`src/include/puc_pkg.sv`:
```
// constants and types shared by the power-up configuration decoder
package puc_pkg;
  // clock and start-up timing
  localparam int CLK_HZ = 50_000_000;
  localparam int CLK_PERIOD_NS = 20;
  localparam int FLASH_MIN_MS = 3000;
  localparam int FLASH_MIN_CYC = (FLASH_MIN_MS / 1000) * (1_000_000_000 / CLK_PERIOD_NS);
  localparam int BLINK_HZ = 2;
  localparam int BLINK_HALF_CYC = CLK_HZ / (2 * BLINK_HZ);
  // product variants
  localparam logic [1:0] VAR_NARROW = 2'h0;
  localparam logic [1:0] VAR_WIDE_A = 2'h1;
  localparam logic [1:0] VAR_WIDE_B = 2'h2;
  // fixed address prefix and defaults
  localparam logic [7:0] IP_OCT0 = 8'hAC;
  localparam logic [7:0] IP_OCT1 = 8'h10;
  localparam logic [7:0] IP_OCT2_NARROW = 8'h15;
  localparam logic [7:0] IP_OCT2_WIDE_A = 8'h16;
  localparam logic [7:0] IP_OCT2_WIDE_B = 8'h17;
  localparam logic [31:0] FIXED_MASK = 32'hFFFF0000;
  localparam logic [31:0] FIXED_GW = 32'h00000000;
  localparam logic [7:0] ADDR_ALL_OFF = 8'h00;
  localparam logic [7:0] ADDR_ALL_ON = 8'hFF;
  // maintenance codes
  localparam logic [7:0] CODE_FACTORY = 8'h63;
  localparam logic [7:0] CODE_DEL_BOOT = 8'h62;
  localparam logic [7:0] CODE_DEL_CFG = 8'h61;
  // error classes, one led each
  localparam int ERR_W = 3;
  localparam int ERR_BUS = 0;
  localparam int ERR_CFG = 1;
  localparam int ERR_SWITCH = 2;
  // addressing methods
  typedef enum logic [2:0] {
    PUC_ADDR_NONE,
    PUC_ADDR_FIXED,
    PUC_ADDR_BOOTP,
    PUC_ADDR_BOOTP_SAVE,
    PUC_ADDR_DHCP,
    PUC_ADDR_REMOTE
  } puc_addr_t;
  // maintenance actions
  typedef enum logic [1:0] {
    PUC_ACT_NONE,
    PUC_ACT_FACTORY,
    PUC_ACT_DEL_BOOT,
    PUC_ACT_DEL_CFG
  } puc_act_t;
endpackage : puc_pkg

```
`src/core/puc_sync.sv`:
```
// two flip-flop synchroniser for a vector of slow pins
`timescale 1ns/10ps
`default_nettype none
module puc_sync #(
  parameter int W = 1
) (
  input wire logic clk_i,
  input wire logic rst_n_i,
  input wire logic [W-1:0] d_i,
  output logic [W-1:0] q_o
);
  logic [W-1:0] meta_r;
  logic [W-1:0] meta_nxt;
  logic [W-1:0] sync_r;
  logic [W-1:0] sync_nxt;

  always_comb
  begin
    meta_nxt = d_i;
    sync_nxt = meta_r;
  end

  always_ff @(posedge clk_i or negedge rst_n_i)
  begin
    if (!rst_n_i)
    begin
      meta_r <= '0;
      sync_r <= '0;
    end
    else
    begin
      meta_r <= meta_nxt;
      sync_r <= sync_nxt;
    end
  end

  assign q_o = sync_r;
endmodule : puc_sync
`default_nettype wire

```
`src/core/puc_top.sv`:
```
// power-up switch sampling, mode decode, start-up sequencing and led indication
// How it works
// - after reset the block checks state, sets up the terminal bus, builds the list, then runs.
// - io leds flash during start-up and stop after at least the minimum time when error free.
// - on a start-up error the led that flashes is the one of that error class.
// - a bad stored configuration lights its indication and a readable status bit.
// - io terminals present selects addressing mode, end terminal only selects configuration mode.
// - address switches one to eight give the last ip address byte.
// - on the narrow variant the two-position switch selects the method, right reads as on.
// - on wide variants switches nine and ten select the method, with inverted polarity.
// - both selector bits off gives a fixed address, mask 255.255.0.0 and gateway zero.
// - the fixed third octet is 21, 22 or 23 according to variant.
// - first bit on only selects bootp, plain with all switches off, with save with all on.
// - second bit on only selects dhcp, both on take settings from the management tool.
// - configuration mode decodes the switches as binary: 99 factory, 98 boot, 97 config.
// - bootp with save requests a non-volatile store unless BOOTP_SAVED_I says one is already stored, and skips later queries.
`timescale 1ns/10ps
`default_nettype none
module puc_top #(
  parameter logic [1:0] VARIANT = puc_pkg::VAR_NARROW,
  parameter int FLASH_CYC = puc_pkg::FLASH_MIN_CYC,
  parameter int BLINK_CYC = puc_pkg::BLINK_HALF_CYC
) (
  // clock and reset
  input wire logic SYS_CLK_I,
  input wire logic RST_N_I,
  // operator switches, raw pins; switch level is high in the right position
  input wire logic [7:0] ADDR_SW_I,
  input wire logic MODE_SELECT_BIT_A_I,
  input wire logic MODE_SELECT_BIT_B_I,
  input wire logic WIDE_MODE_SELECT_BIT_A_I,
  input wire logic WIDE_MODE_SELECT_BIT_B_I,
  // terminal bus handshake, same clock domain
  input wire logic BUS_INIT_DONE_I,
  input wire logic BUS_IO_PRESENT_I,
  input wire logic BUS_ERR_I,
  input wire logic CFG_VALID_I,
  input wire logic BOOTP_SAVED_I,
  output logic BUS_INIT_START_O,
  // decoded configuration
  output logic ADDR_MODE_O,
  output logic [2:0] ADDR_METHOD_O,
  output logic [31:0] IP_ADDR_O,
  output logic [31:0] SUBNET_MASK_O,
  output logic [31:0] GATEWAY_O,
  output logic NV_STORE_IP_O,
  output logic [1:0] MAINT_ACTION_O,
  output logic MAINT_GO_O,
  output logic PLC_RUN_O,
  // indication and status
  output logic IO_LED_O,
  output logic [2:0] ERR_LED_O,
  output logic CFG_FAULT_O
);
  typedef enum logic [2:0] {
    PUC_ST_SAMPLE,
    PUC_ST_BUSINIT,
    PUC_ST_LIST,
    PUC_ST_WAIT,
    PUC_ST_RUN,
    PUC_ST_ERROR
  } puc_state_t;

  logic [7:0] sw_s;
  logic [3:0] sel_s;

  puc_sync #(
    .W(12)
  ) u_sync (
    .clk_i(SYS_CLK_I),
    .rst_n_i(RST_N_I),
    .d_i({WIDE_MODE_SELECT_BIT_B_I, WIDE_MODE_SELECT_BIT_A_I,
          MODE_SELECT_BIT_B_I, MODE_SELECT_BIT_A_I, ADDR_SW_I}),
    .q_o({sel_s, sw_s})
  );

  puc_state_t st_r, st_nxt;
  logic [1:0] settle_r, settle_nxt;
  logic [7:0] addr_r, addr_nxt;
  logic sel_a_r, sel_a_nxt;
  logic sel_b_r, sel_b_nxt;
  logic [31:0] flash_cnt_r, flash_cnt_nxt;
  logic [31:0] blink_cnt_r, blink_cnt_nxt;
  logic blink_r, blink_nxt;
  logic addr_mode_r, addr_mode_nxt;
  logic [2:0] method_r, method_nxt;
  logic [31:0] ip_r, ip_nxt;
  logic [31:0] mask_r, mask_nxt;
  logic [31:0] gw_r, gw_nxt;
  logic nv_r, nv_nxt;
  logic [1:0] act_r, act_nxt;
  logic go_r, go_nxt;
  logic run_r, run_nxt;
  logic init_r, init_nxt;
  logic io_led_r, io_led_nxt;
  logic [2:0] err_led_r, err_led_nxt;
  logic [2:0] err_cls_r, err_cls_nxt;
  logic fault_r, fault_nxt;
  logic flash_done;
  logic [7:0] oct2;

  // variant picks the fixed third address octet
  always_comb
  begin
    case (VARIANT)
      puc_pkg::VAR_WIDE_A: oct2 = puc_pkg::IP_OCT2_WIDE_A;
      puc_pkg::VAR_WIDE_B: oct2 = puc_pkg::IP_OCT2_WIDE_B;
      default: oct2 = puc_pkg::IP_OCT2_NARROW;
    endcase
  end

  assign flash_done = (flash_cnt_r >= 32'(FLASH_CYC));

  always_comb
  begin
    st_nxt = st_r;
    settle_nxt = settle_r;
    addr_nxt = addr_r;
    sel_a_nxt = sel_a_r;
    sel_b_nxt = sel_b_r;
    flash_cnt_nxt = flash_cnt_r;
    addr_mode_nxt = addr_mode_r;
    method_nxt = method_r;
    ip_nxt = ip_r;
    mask_nxt = mask_r;
    gw_nxt = gw_r;
    nv_nxt = nv_r;
    act_nxt = act_r;
    go_nxt = 1'b0;
    run_nxt = run_r;
    init_nxt = 1'b0;
    err_cls_nxt = err_cls_r;
    fault_nxt = fault_r;
    if (!flash_done)
      flash_cnt_nxt = flash_cnt_r + 32'h1;
    case (st_r)
      PUC_ST_SAMPLE:
      begin
        // wait for the synchroniser to fill, then capture once
        settle_nxt = settle_r + 2'h1;
        if (settle_r == 2'h3)
        begin
          addr_nxt = sw_s;
          if (VARIANT == puc_pkg::VAR_NARROW)
          begin
            sel_a_nxt = sel_s[0];
            sel_b_nxt = sel_s[1];
          end
          else
          begin
            sel_a_nxt = ~sel_s[2];
            sel_b_nxt = ~sel_s[3];
          end
          init_nxt = 1'b1;
          st_nxt = PUC_ST_BUSINIT;
        end
      end
      PUC_ST_BUSINIT:
      begin
        if (BUS_ERR_I)
        begin
          err_cls_nxt[puc_pkg::ERR_BUS] = 1'b1;
          st_nxt = PUC_ST_ERROR;
        end
        else if (BUS_INIT_DONE_I)
        begin
          addr_mode_nxt = BUS_IO_PRESENT_I;
          st_nxt = PUC_ST_LIST;
        end
      end
      PUC_ST_LIST:
      begin
        fault_nxt = !CFG_VALID_I;
        if (!CFG_VALID_I)
          err_cls_nxt[puc_pkg::ERR_CFG] = 1'b1;
        if (addr_mode_r)
        begin
          ip_nxt = {puc_pkg::IP_OCT0, puc_pkg::IP_OCT1, oct2, addr_r};
          mask_nxt = puc_pkg::FIXED_MASK;
          gw_nxt = puc_pkg::FIXED_GW;
          case ({sel_b_r, sel_a_r})
            2'h0: method_nxt = puc_pkg::PUC_ADDR_FIXED;
            2'h1:
            begin
              if (addr_r == puc_pkg::ADDR_ALL_ON)
              begin
                method_nxt = puc_pkg::PUC_ADDR_BOOTP_SAVE;
                nv_nxt = !BOOTP_SAVED_I;
              end
              else if (addr_r == puc_pkg::ADDR_ALL_OFF)
                method_nxt = puc_pkg::PUC_ADDR_BOOTP;
              else
              begin
                method_nxt = puc_pkg::PUC_ADDR_NONE;
                err_cls_nxt[puc_pkg::ERR_SWITCH] = 1'b1;
              end
            end
            2'h2: method_nxt = puc_pkg::PUC_ADDR_DHCP;
            default: method_nxt = puc_pkg::PUC_ADDR_REMOTE;
          endcase
        end
        else
        begin
          method_nxt = puc_pkg::PUC_ADDR_NONE;
          // selectors must be off, otherwise no action is taken
          if (sel_a_r || sel_b_r)
            act_nxt = puc_pkg::PUC_ACT_NONE;
          else
            case (addr_r)
              puc_pkg::CODE_FACTORY: act_nxt = puc_pkg::PUC_ACT_FACTORY;
              puc_pkg::CODE_DEL_BOOT: act_nxt = puc_pkg::PUC_ACT_DEL_BOOT;
              puc_pkg::CODE_DEL_CFG: act_nxt = puc_pkg::PUC_ACT_DEL_CFG;
              default: act_nxt = puc_pkg::PUC_ACT_NONE;
            endcase
        end
        st_nxt = PUC_ST_WAIT;
      end
      PUC_ST_WAIT:
      begin
        // error indication outranks the normal run start
        if (err_cls_r != '0)
          st_nxt = PUC_ST_ERROR;
        else if (flash_done)
        begin
          run_nxt = 1'b1;
          go_nxt = (act_r != puc_pkg::PUC_ACT_NONE);
          st_nxt = PUC_ST_RUN;
        end
      end
      PUC_ST_RUN:
      begin
        nv_nxt = 1'b0;
      end
      PUC_ST_ERROR:
      begin
        run_nxt = 1'b0;
      end
      default: st_nxt = PUC_ST_SAMPLE;
    endcase
  end

  // led flashing runs off a divider enable
  always_comb
  begin
    blink_cnt_nxt = blink_cnt_r + 32'h1;
    blink_nxt = blink_r;
    if (blink_cnt_r >= 32'(BLINK_CYC - 1))
    begin
      blink_cnt_nxt = '0;
      blink_nxt = ~blink_r;
    end
    io_led_nxt = (st_r == PUC_ST_RUN) ? 1'b1 : blink_r;
    if (st_r == PUC_ST_ERROR)
      io_led_nxt = 1'b0;
    err_led_nxt = (st_r == PUC_ST_ERROR) ? (err_cls_r & {3{blink_r}}) : 3'h0;
    if (fault_r)
      err_led_nxt[puc_pkg::ERR_CFG] = blink_r;
  end

  always_ff @(posedge SYS_CLK_I or negedge RST_N_I)
  begin
    if (!RST_N_I)
    begin
      st_r <= PUC_ST_SAMPLE;
      settle_r <= '0;
      addr_r <= '0;
      sel_a_r <= 1'b0;
      sel_b_r <= 1'b0;
      flash_cnt_r <= '0;
      blink_cnt_r <= '0;
      blink_r <= 1'b0;
      addr_mode_r <= 1'b0;
      method_r <= puc_pkg::PUC_ADDR_NONE;
      ip_r <= '0;
      mask_r <= '0;
      gw_r <= '0;
      nv_r <= 1'b0;
      act_r <= puc_pkg::PUC_ACT_NONE;
      go_r <= 1'b0;
      run_r <= 1'b0;
      init_r <= 1'b0;
      io_led_r <= 1'b0;
      err_led_r <= '0;
      err_cls_r <= '0;
      fault_r <= 1'b0;
    end
    else
    begin
      st_r <= st_nxt;
      settle_r <= settle_nxt;
      addr_r <= addr_nxt;
      sel_a_r <= sel_a_nxt;
      sel_b_r <= sel_b_nxt;
      flash_cnt_r <= flash_cnt_nxt;
      blink_cnt_r <= blink_cnt_nxt;
      blink_r <= blink_nxt;
      addr_mode_r <= addr_mode_nxt;
      method_r <= method_nxt;
      ip_r <= ip_nxt;
      mask_r <= mask_nxt;
      gw_r <= gw_nxt;
      nv_r <= nv_nxt;
      act_r <= act_nxt;
      go_r <= go_nxt;
      run_r <= run_nxt;
      init_r <= init_nxt;
      io_led_r <= io_led_nxt;
      err_led_r <= err_led_nxt;
      err_cls_r <= err_cls_nxt;
      fault_r <= fault_nxt;
    end
  end

  assign BUS_INIT_START_O = init_r;
  assign ADDR_MODE_O = addr_mode_r;
  assign ADDR_METHOD_O = method_r;
  assign IP_ADDR_O = ip_r;
  assign SUBNET_MASK_O = mask_r;
  assign GATEWAY_O = gw_r;
  assign NV_STORE_IP_O = nv_r;
  assign MAINT_ACTION_O = act_r;
  assign MAINT_GO_O = go_r;
  assign PLC_RUN_O = run_r;
  assign IO_LED_O = io_led_r;
  assign ERR_LED_O = err_led_r;
  assign CFG_FAULT_O = fault_r;

  run_after_list_a: assert property (@(posedge SYS_CLK_I) disable iff (!RST_N_I)
    $rose(run_r) |-> $past(st_r) == PUC_ST_WAIT && flash_done)
    else $error("run started before list and flash time");
  run_not_early_a: assert property (@(posedge SYS_CLK_I) disable iff (!RST_N_I)
    run_r |-> flash_cnt_r >= 32'(FLASH_CYC))
    else $error("run before minimum flash time");
  err_led_class_a: assert property (@(posedge SYS_CLK_I) disable iff (!RST_N_I)
    (st_r == PUC_ST_ERROR && !fault_r) |=> (err_led_r & ~err_cls_r) == 3'h0)
    else $error("error led outside its class");
  cfg_fault_led_a: assert property (@(posedge SYS_CLK_I) disable iff (!RST_N_I)
    fault_r |=> err_led_r[puc_pkg::ERR_CFG] == $past(blink_r))
    else $error("config fault not indicated");
  mode_pick_a: assert property (@(posedge SYS_CLK_I) disable iff (!RST_N_I)
    (st_r == PUC_ST_BUSINIT && BUS_INIT_DONE_I && !BUS_ERR_I)
      |=> addr_mode_r == $past(BUS_IO_PRESENT_I))
    else $error("mode not taken from bus presence");
  fixed_addr_a: assert property (@(posedge SYS_CLK_I) disable iff (!RST_N_I)
    method_r == puc_pkg::PUC_ADDR_FIXED |-> ip_r[7:0] == addr_r
      && ip_r[15:8] == oct2 && mask_r == puc_pkg::FIXED_MASK)
    else $error("fixed address wrong");
  bootp_sel_a: assert property (@(posedge SYS_CLK_I) disable iff (!RST_N_I)
    (method_r == puc_pkg::PUC_ADDR_BOOTP || method_r == puc_pkg::PUC_ADDR_BOOTP_SAVE)
      |-> sel_a_r && !sel_b_r)
    else $error("bootp chosen with wrong selector");
  maint_code_a: assert property (@(posedge SYS_CLK_I) disable iff (!RST_N_I)
    act_r == puc_pkg::PUC_ACT_FACTORY |-> addr_r == puc_pkg::CODE_FACTORY
      && !addr_mode_r)
    else $error("factory action without code 99");
  sample_hold_a: assert property (@(posedge SYS_CLK_I) disable iff (!RST_N_I)
    st_r != PUC_ST_SAMPLE |=> $stable(addr_r) && $stable(sel_a_r))
    else $error("switch sample changed after power-up");
endmodule : puc_top
`default_nettype wire

```
`config.mk`:
```
export PLATFORM = sky130hd
export DESIGN_NAME = puc_top
export DESIGN_NICKNAME = d
export VERILOG_FILES = /design/src/include/puc_pkg.sv /design/src/core/puc_sync.sv /design/src/core/puc_top.sv
export SDC_FILE = /design/constraint.sdc
export NUM_CORES = 1
export LEC_CHECK = 0
export ABC_AREA = 0
export BUFFER_PORTS_ARGS = -buffer_cell sky130_fd_sc_hd__clkbuf_2
export CAP_MARGIN = 20
export CORE_ASPECT_RATIO = 1.25
export CORE_MARGIN = 1.5
export CORE_UTILIZATION = 30
export DETAILED_ROUTE_END_ITERATION = 10
export GPL_TIMING_DRIVEN = 1
export REMOVE_ABC_BUFFERS = 1
export SETUP_SLACK_MARGIN = 0.15
export SLEW_MARGIN = 20
export SYNTH_ARGS = -nofsm -noshare
export SYNTH_HDL_FRONTEND = slang
export SYNTH_HIERARCHICAL = 1
export SYNTH_SLANG_ARGS = --single-unit
```
`constraint.sdc`:
```
create_clock -name SYS_CLK_I -period 3.2 [get_ports SYS_CLK_I]
set_input_delay 0.16 -clock SYS_CLK_I [delete_from_list [all_inputs] [get_ports SYS_CLK_I]]
set_output_delay 0.16 -clock SYS_CLK_I [all_outputs]
set_load 0.005 [all_outputs]
```
After elaboration in Yosys (flattened, before gate mapping). Cells that the tools add are included.

Logic and storage cells: 108. Output and inout bits: 111. Bits in registers: 128. Input bits: 19.

$add $sub $neg: 3. Equality and inequality tests: 20. $lt $le $gt $ge: 2. Mux-type cells: 29. Reduce and logical (&&, ||, !) cells: 21. Bitwise logic cells: 8.

Operators by type and width (number): adder 32 x 1 -> 32 bit (second input constant) (2); greater-or-equal comparator 32 x 24 -> 1 bit (second input constant) (1); greater-or-equal comparator 32 x 28 -> 1 bit (second input constant) (1); two-way mux 32 bit (1); equality test 8 x 7 -> 1 bit (second input constant) (3); two-way mux 3 bit (7); one-hot mux 3 bit (5 select lines) (1); two-way mux 1 bit (13); inequality test 2 bit (second input constant) (5); AND reduction 2 bit (5); one-hot mux 3 bit (3 select lines) (1); equality test 8 bit (second input constant) (1); logical NOT 8 bit (1); AND reduction 4 bit (2); NOT 1 bit (7); equality test 3 x 2 -> 1 bit (second input constant) (2); equality test 3 bit (second input constant) (2); two-way mux 2 bit (3); inequality test 3 bit (second input constant) (2); one-hot mux 2 bit (3 select lines) (1); AND reduction 3 bit (2); nonzero test 2 bit (3); AND reduction 5 bit (1); equality test 2 bit (second input constant) (2); other kinds (12) (14).

Longest topological paths before layout.
Depth in word-level cells: 5. Mapped depth: 7. Mapped depth without buffers: 6.

By module. Netlist, hierarchy kept.

Modules (own cells, without submodules): puc_top (cells each 507, times used 1, seq. area each 2677.6 µm², area each 5410.2 µm²); puc_sync (cells each 24, times used 1, seq. area each 600.6 µm², area each 600.6 µm²).

Least setup slack after synthesis. Ideal clock, no wire load.

Kind: flip-flop to flip-flop. Start point: register flash_cnt_r[18]. End point: register flash_cnt_r[6]. Period minus slack after synthesis: 2.268 ns. Arrival time: 2.136 ns. Path buffers: 1. Stages on the path, launching flop included: 7. Library setup time: 0.132 ns. Data required time: 3.068 ns. Setup slack: 0.932 ns. Path through: dfrtp_1 -> or4_4 -> or4_4 -> o311ai_4 -> buf_6 -> nor3_1 -> xor2_1.

Longest elaborated chain between the ends: 1.

RTL lines: start: declaration (RTL line puc_top.sv:82) `logic [31:0] flash_cnt_r, flash_cnt_nxt;`; start signal: assignment (RTL line puc_top.sv:294) `flash_cnt_r <= flash_cnt_nxt;`; greater-or-equal comparator 32 x 28 -> 1 bit (RTL line puc_top.sv:112) `assign flash_done = (flash_cnt_r >= 32'(FLASH_CYC));`.

No other way between the ends. A chain may end at the register's enable or synchronous reset.

Worst setup path in the final report.
Start point: register flash_cnt_r[18]. End point: register flash_cnt_r[16].

The elaborated chain is that of the path after synthesis.

==> qor.yml <==
timing:
  relSlewSlack_pct: 53.83
  drv_slew: 0
  setup_viol: 0
  fin_setup_tns_ns: 0
  fmax_mhz: 383.2
  whs_ns: 0.06313
  fin_crit_sh_pct: 81.54
  finClkSkew_ns: 0.01149
  worstMarginPinSlew_ns: 0.6906
  period_needed_ns: 2.609
  finalHoldViolCount: 0
  rsz0062_at_grt: "false"
power_and_ir_drop:
  leakage_nw: 3.358
  p_total_mw: 4.227
  power_frac_clock_pct: 44.8
  ir_worst_vdd_v: 0.0003101
  power.switching_mw: 1.039
  seq_power_share_pct: 45.1
  p_sw_share_pct: 24.57
  powerDensity_mw_per_mm2: 611.3
  p_int_mw: 3.188
  p_comb_share_pct: 10.1
worst_setup_path:
  critPathMaxFanout: 6
  crit_path_start_kind: "flop"
  cp-end-kind: "flop"
  crit_start: "flash_cnt_r[18]"
  worstReg2RegStart: "flash_cnt_r[18]"
  rrSetupSlack_ns: 0.59
  cp.arrival_ns: 2.88
  crit_top_cell: "or4_4"
  reg2reg_to: "flash_cnt_r[16]"
  crit_path_max_incr_delay_ns: 0.58
  critical_path.cell_chain: "or4_4 -> or4_4 -> o311ai_4 -> buf_4 -> nor4_2 -> xor2_1"
  critical_path_class: "flop to flop"
  rr_worst_depth: 6
  cp_slowest_cell: "or4_4"
  required_ns: 3.47
global_routing:
  use_met3_pct: 3.082
  grt_usage_pct: 9.940
  grt_remaining_overflow: 0
  gr-usage-met1_pct: 12.29
  grt_pass1_wl_um: 16470
  grt_antenna_before_repair: 0
  met2_usage_pct: 16.20
  grt_pass1_vias: 3439
  busiest_layer: "met2"
  grt_max_degree: 88
cells_and_area:
  final_area_mm2: 0.006914
  drive_above_1_share_pct: 23.53
  final_common_cell: "dfrtp_1"
  antennaDiodeCount: 0
  layout_common_cells: "dfrtp_1 (127), conb_1 (72), clkbuf_2 (62), nor2_1 (42), xor2_1 (34)"
  layout.nets: 623
  syn2layout_area_growth_pct: 16.98
synthesis:
  synth-warning-count: 6
  syn-instance-count: 527
  avgSynthCellArea_um2: 11.22
  netlist_area_mm2: 0.005911
clocking:
  post_cts_resized: 0
  cts-root-buf: "clkbuf_16"
  cts_buffer_depth: 2
  cts_tree: "done"
  ctsHoldBuffers: 14
  post-cts-setup-buffer-count: 0
  insertion_delay_ns: 0.41
  cts.sinks: 127
  cts_buffers: 17
  clk_pin_slew_ns: 0.06
  htreeDepth: 4
die:
  io_pins: 130
  dieArea_mm2: 0.02056
  core_area_mm2: 0.01940
  start_util_pct: 30.47
  die_w_um: 128.5
  num_rows: 57
  dieHeight_um: 159.9
route:
  first_pass_iters: 4
  first_iter_violations: 153
  finalWirelength_um: 9779
  routed_via_density: 4.105
  drc: 0
  wl_per_cell_um: 11.15
  drtAntennaViolNets: 0
  vias: 3600
min_path:
  hp-class: "input pin to flop"
  holdPathStages: 2
  hold_path_end: "err_cls_r[0]"
  worstHoldStart: "BUS_ERR_I"
outcome:
  status: "finished, final reports clean"
place:
  port_buffers: 63
  placed_cell_area_mm2: 0.006181
  hpwl_um: 6543
  place.gp.congestion: 0.7569
run:
  cap_viol_max_count: 0
## power groups by stage
stage	clock, mW	sequential (mW)	combinational [mW]
floorplan	0	1.90	0.262
global placement	0	1.93	0.410
detailed placement	0	1.93	0.418
CTS	1.94	1.91	0.436
global route	2.02	1.94	0.493
finish	1.89	1.91	0.428
## registers in the layout (all words and copies together), names as in the netlist, 2 cells and up
| register | flops |
|---|---|
| blink_cnt_r | 32 |
| flash_cnt_r | 32 |
| u_sync/meta_r | 10 |
| u_sync/q_o | 10 |
| IP_ADDR_O | 8 |
| addr_r | 8 |
| ADDR_METHOD_O | 3 |
| ERR_LED_O | 3 |
| err_cls_r | 3 |
| st_r | 3 |
| MAINT_ACTION_O | 2 |
| settle_r | 2 |
## through the flow
stage | setup WS, ns | util [%] | std cells
2_1_floorplan | 0.6676 | - | 496
3_3_place_gp | 0.6041 | 31.86 | 832
3_5_place_dp | 0.5988 | 31.86 | 832
4_1_cts | 0.5775 | 35.64 | 877
5_1_grt | 0.5053 | 35.64 | 877
6_report | 0.5907 | 35.64 | 877
## worst max-delay path by stage
stage | to | cells past startpoint
2_1_floorplan | blink_r | 6
3_3_place_gp | flash_cnt_r[16] | 6
3_5_place_dp | flash_cnt_r[16] | 6
4_1_cts | flash_cnt_r[16] | 6
5_1_grt | flash_cnt_r[16] | 6
6_report | flash_cnt_r[16] | 6
## cell type report
class                           count  area, um^2
Fill cell                        1937       12480
Sequential cell                   127        3178
Multi-Input combinational cell    356        2232
Timing Repair Buffer               85       530.5
Clock buffer                       22       484.2
Tap cell                          265       331.6
Clock inverter                      9       108.9
Inverter                           13       48.80
## routing by layer
metal,up-vias,share of wire [%]
met2,85,49
li1,1770,-
met1,1733,46
met5,-,0
met3,12,3.8
met4,0,1.5
## worst max-delay path: cells and delay by family (launching register included)
family	cells	cell delay, ns
compound gates	1	0.42
xor+xnor	1	0.16
buf+inv	1	0.26
flops	1	0.43
simple gates	3	1.22
Power figures use the tool's default switching activity.
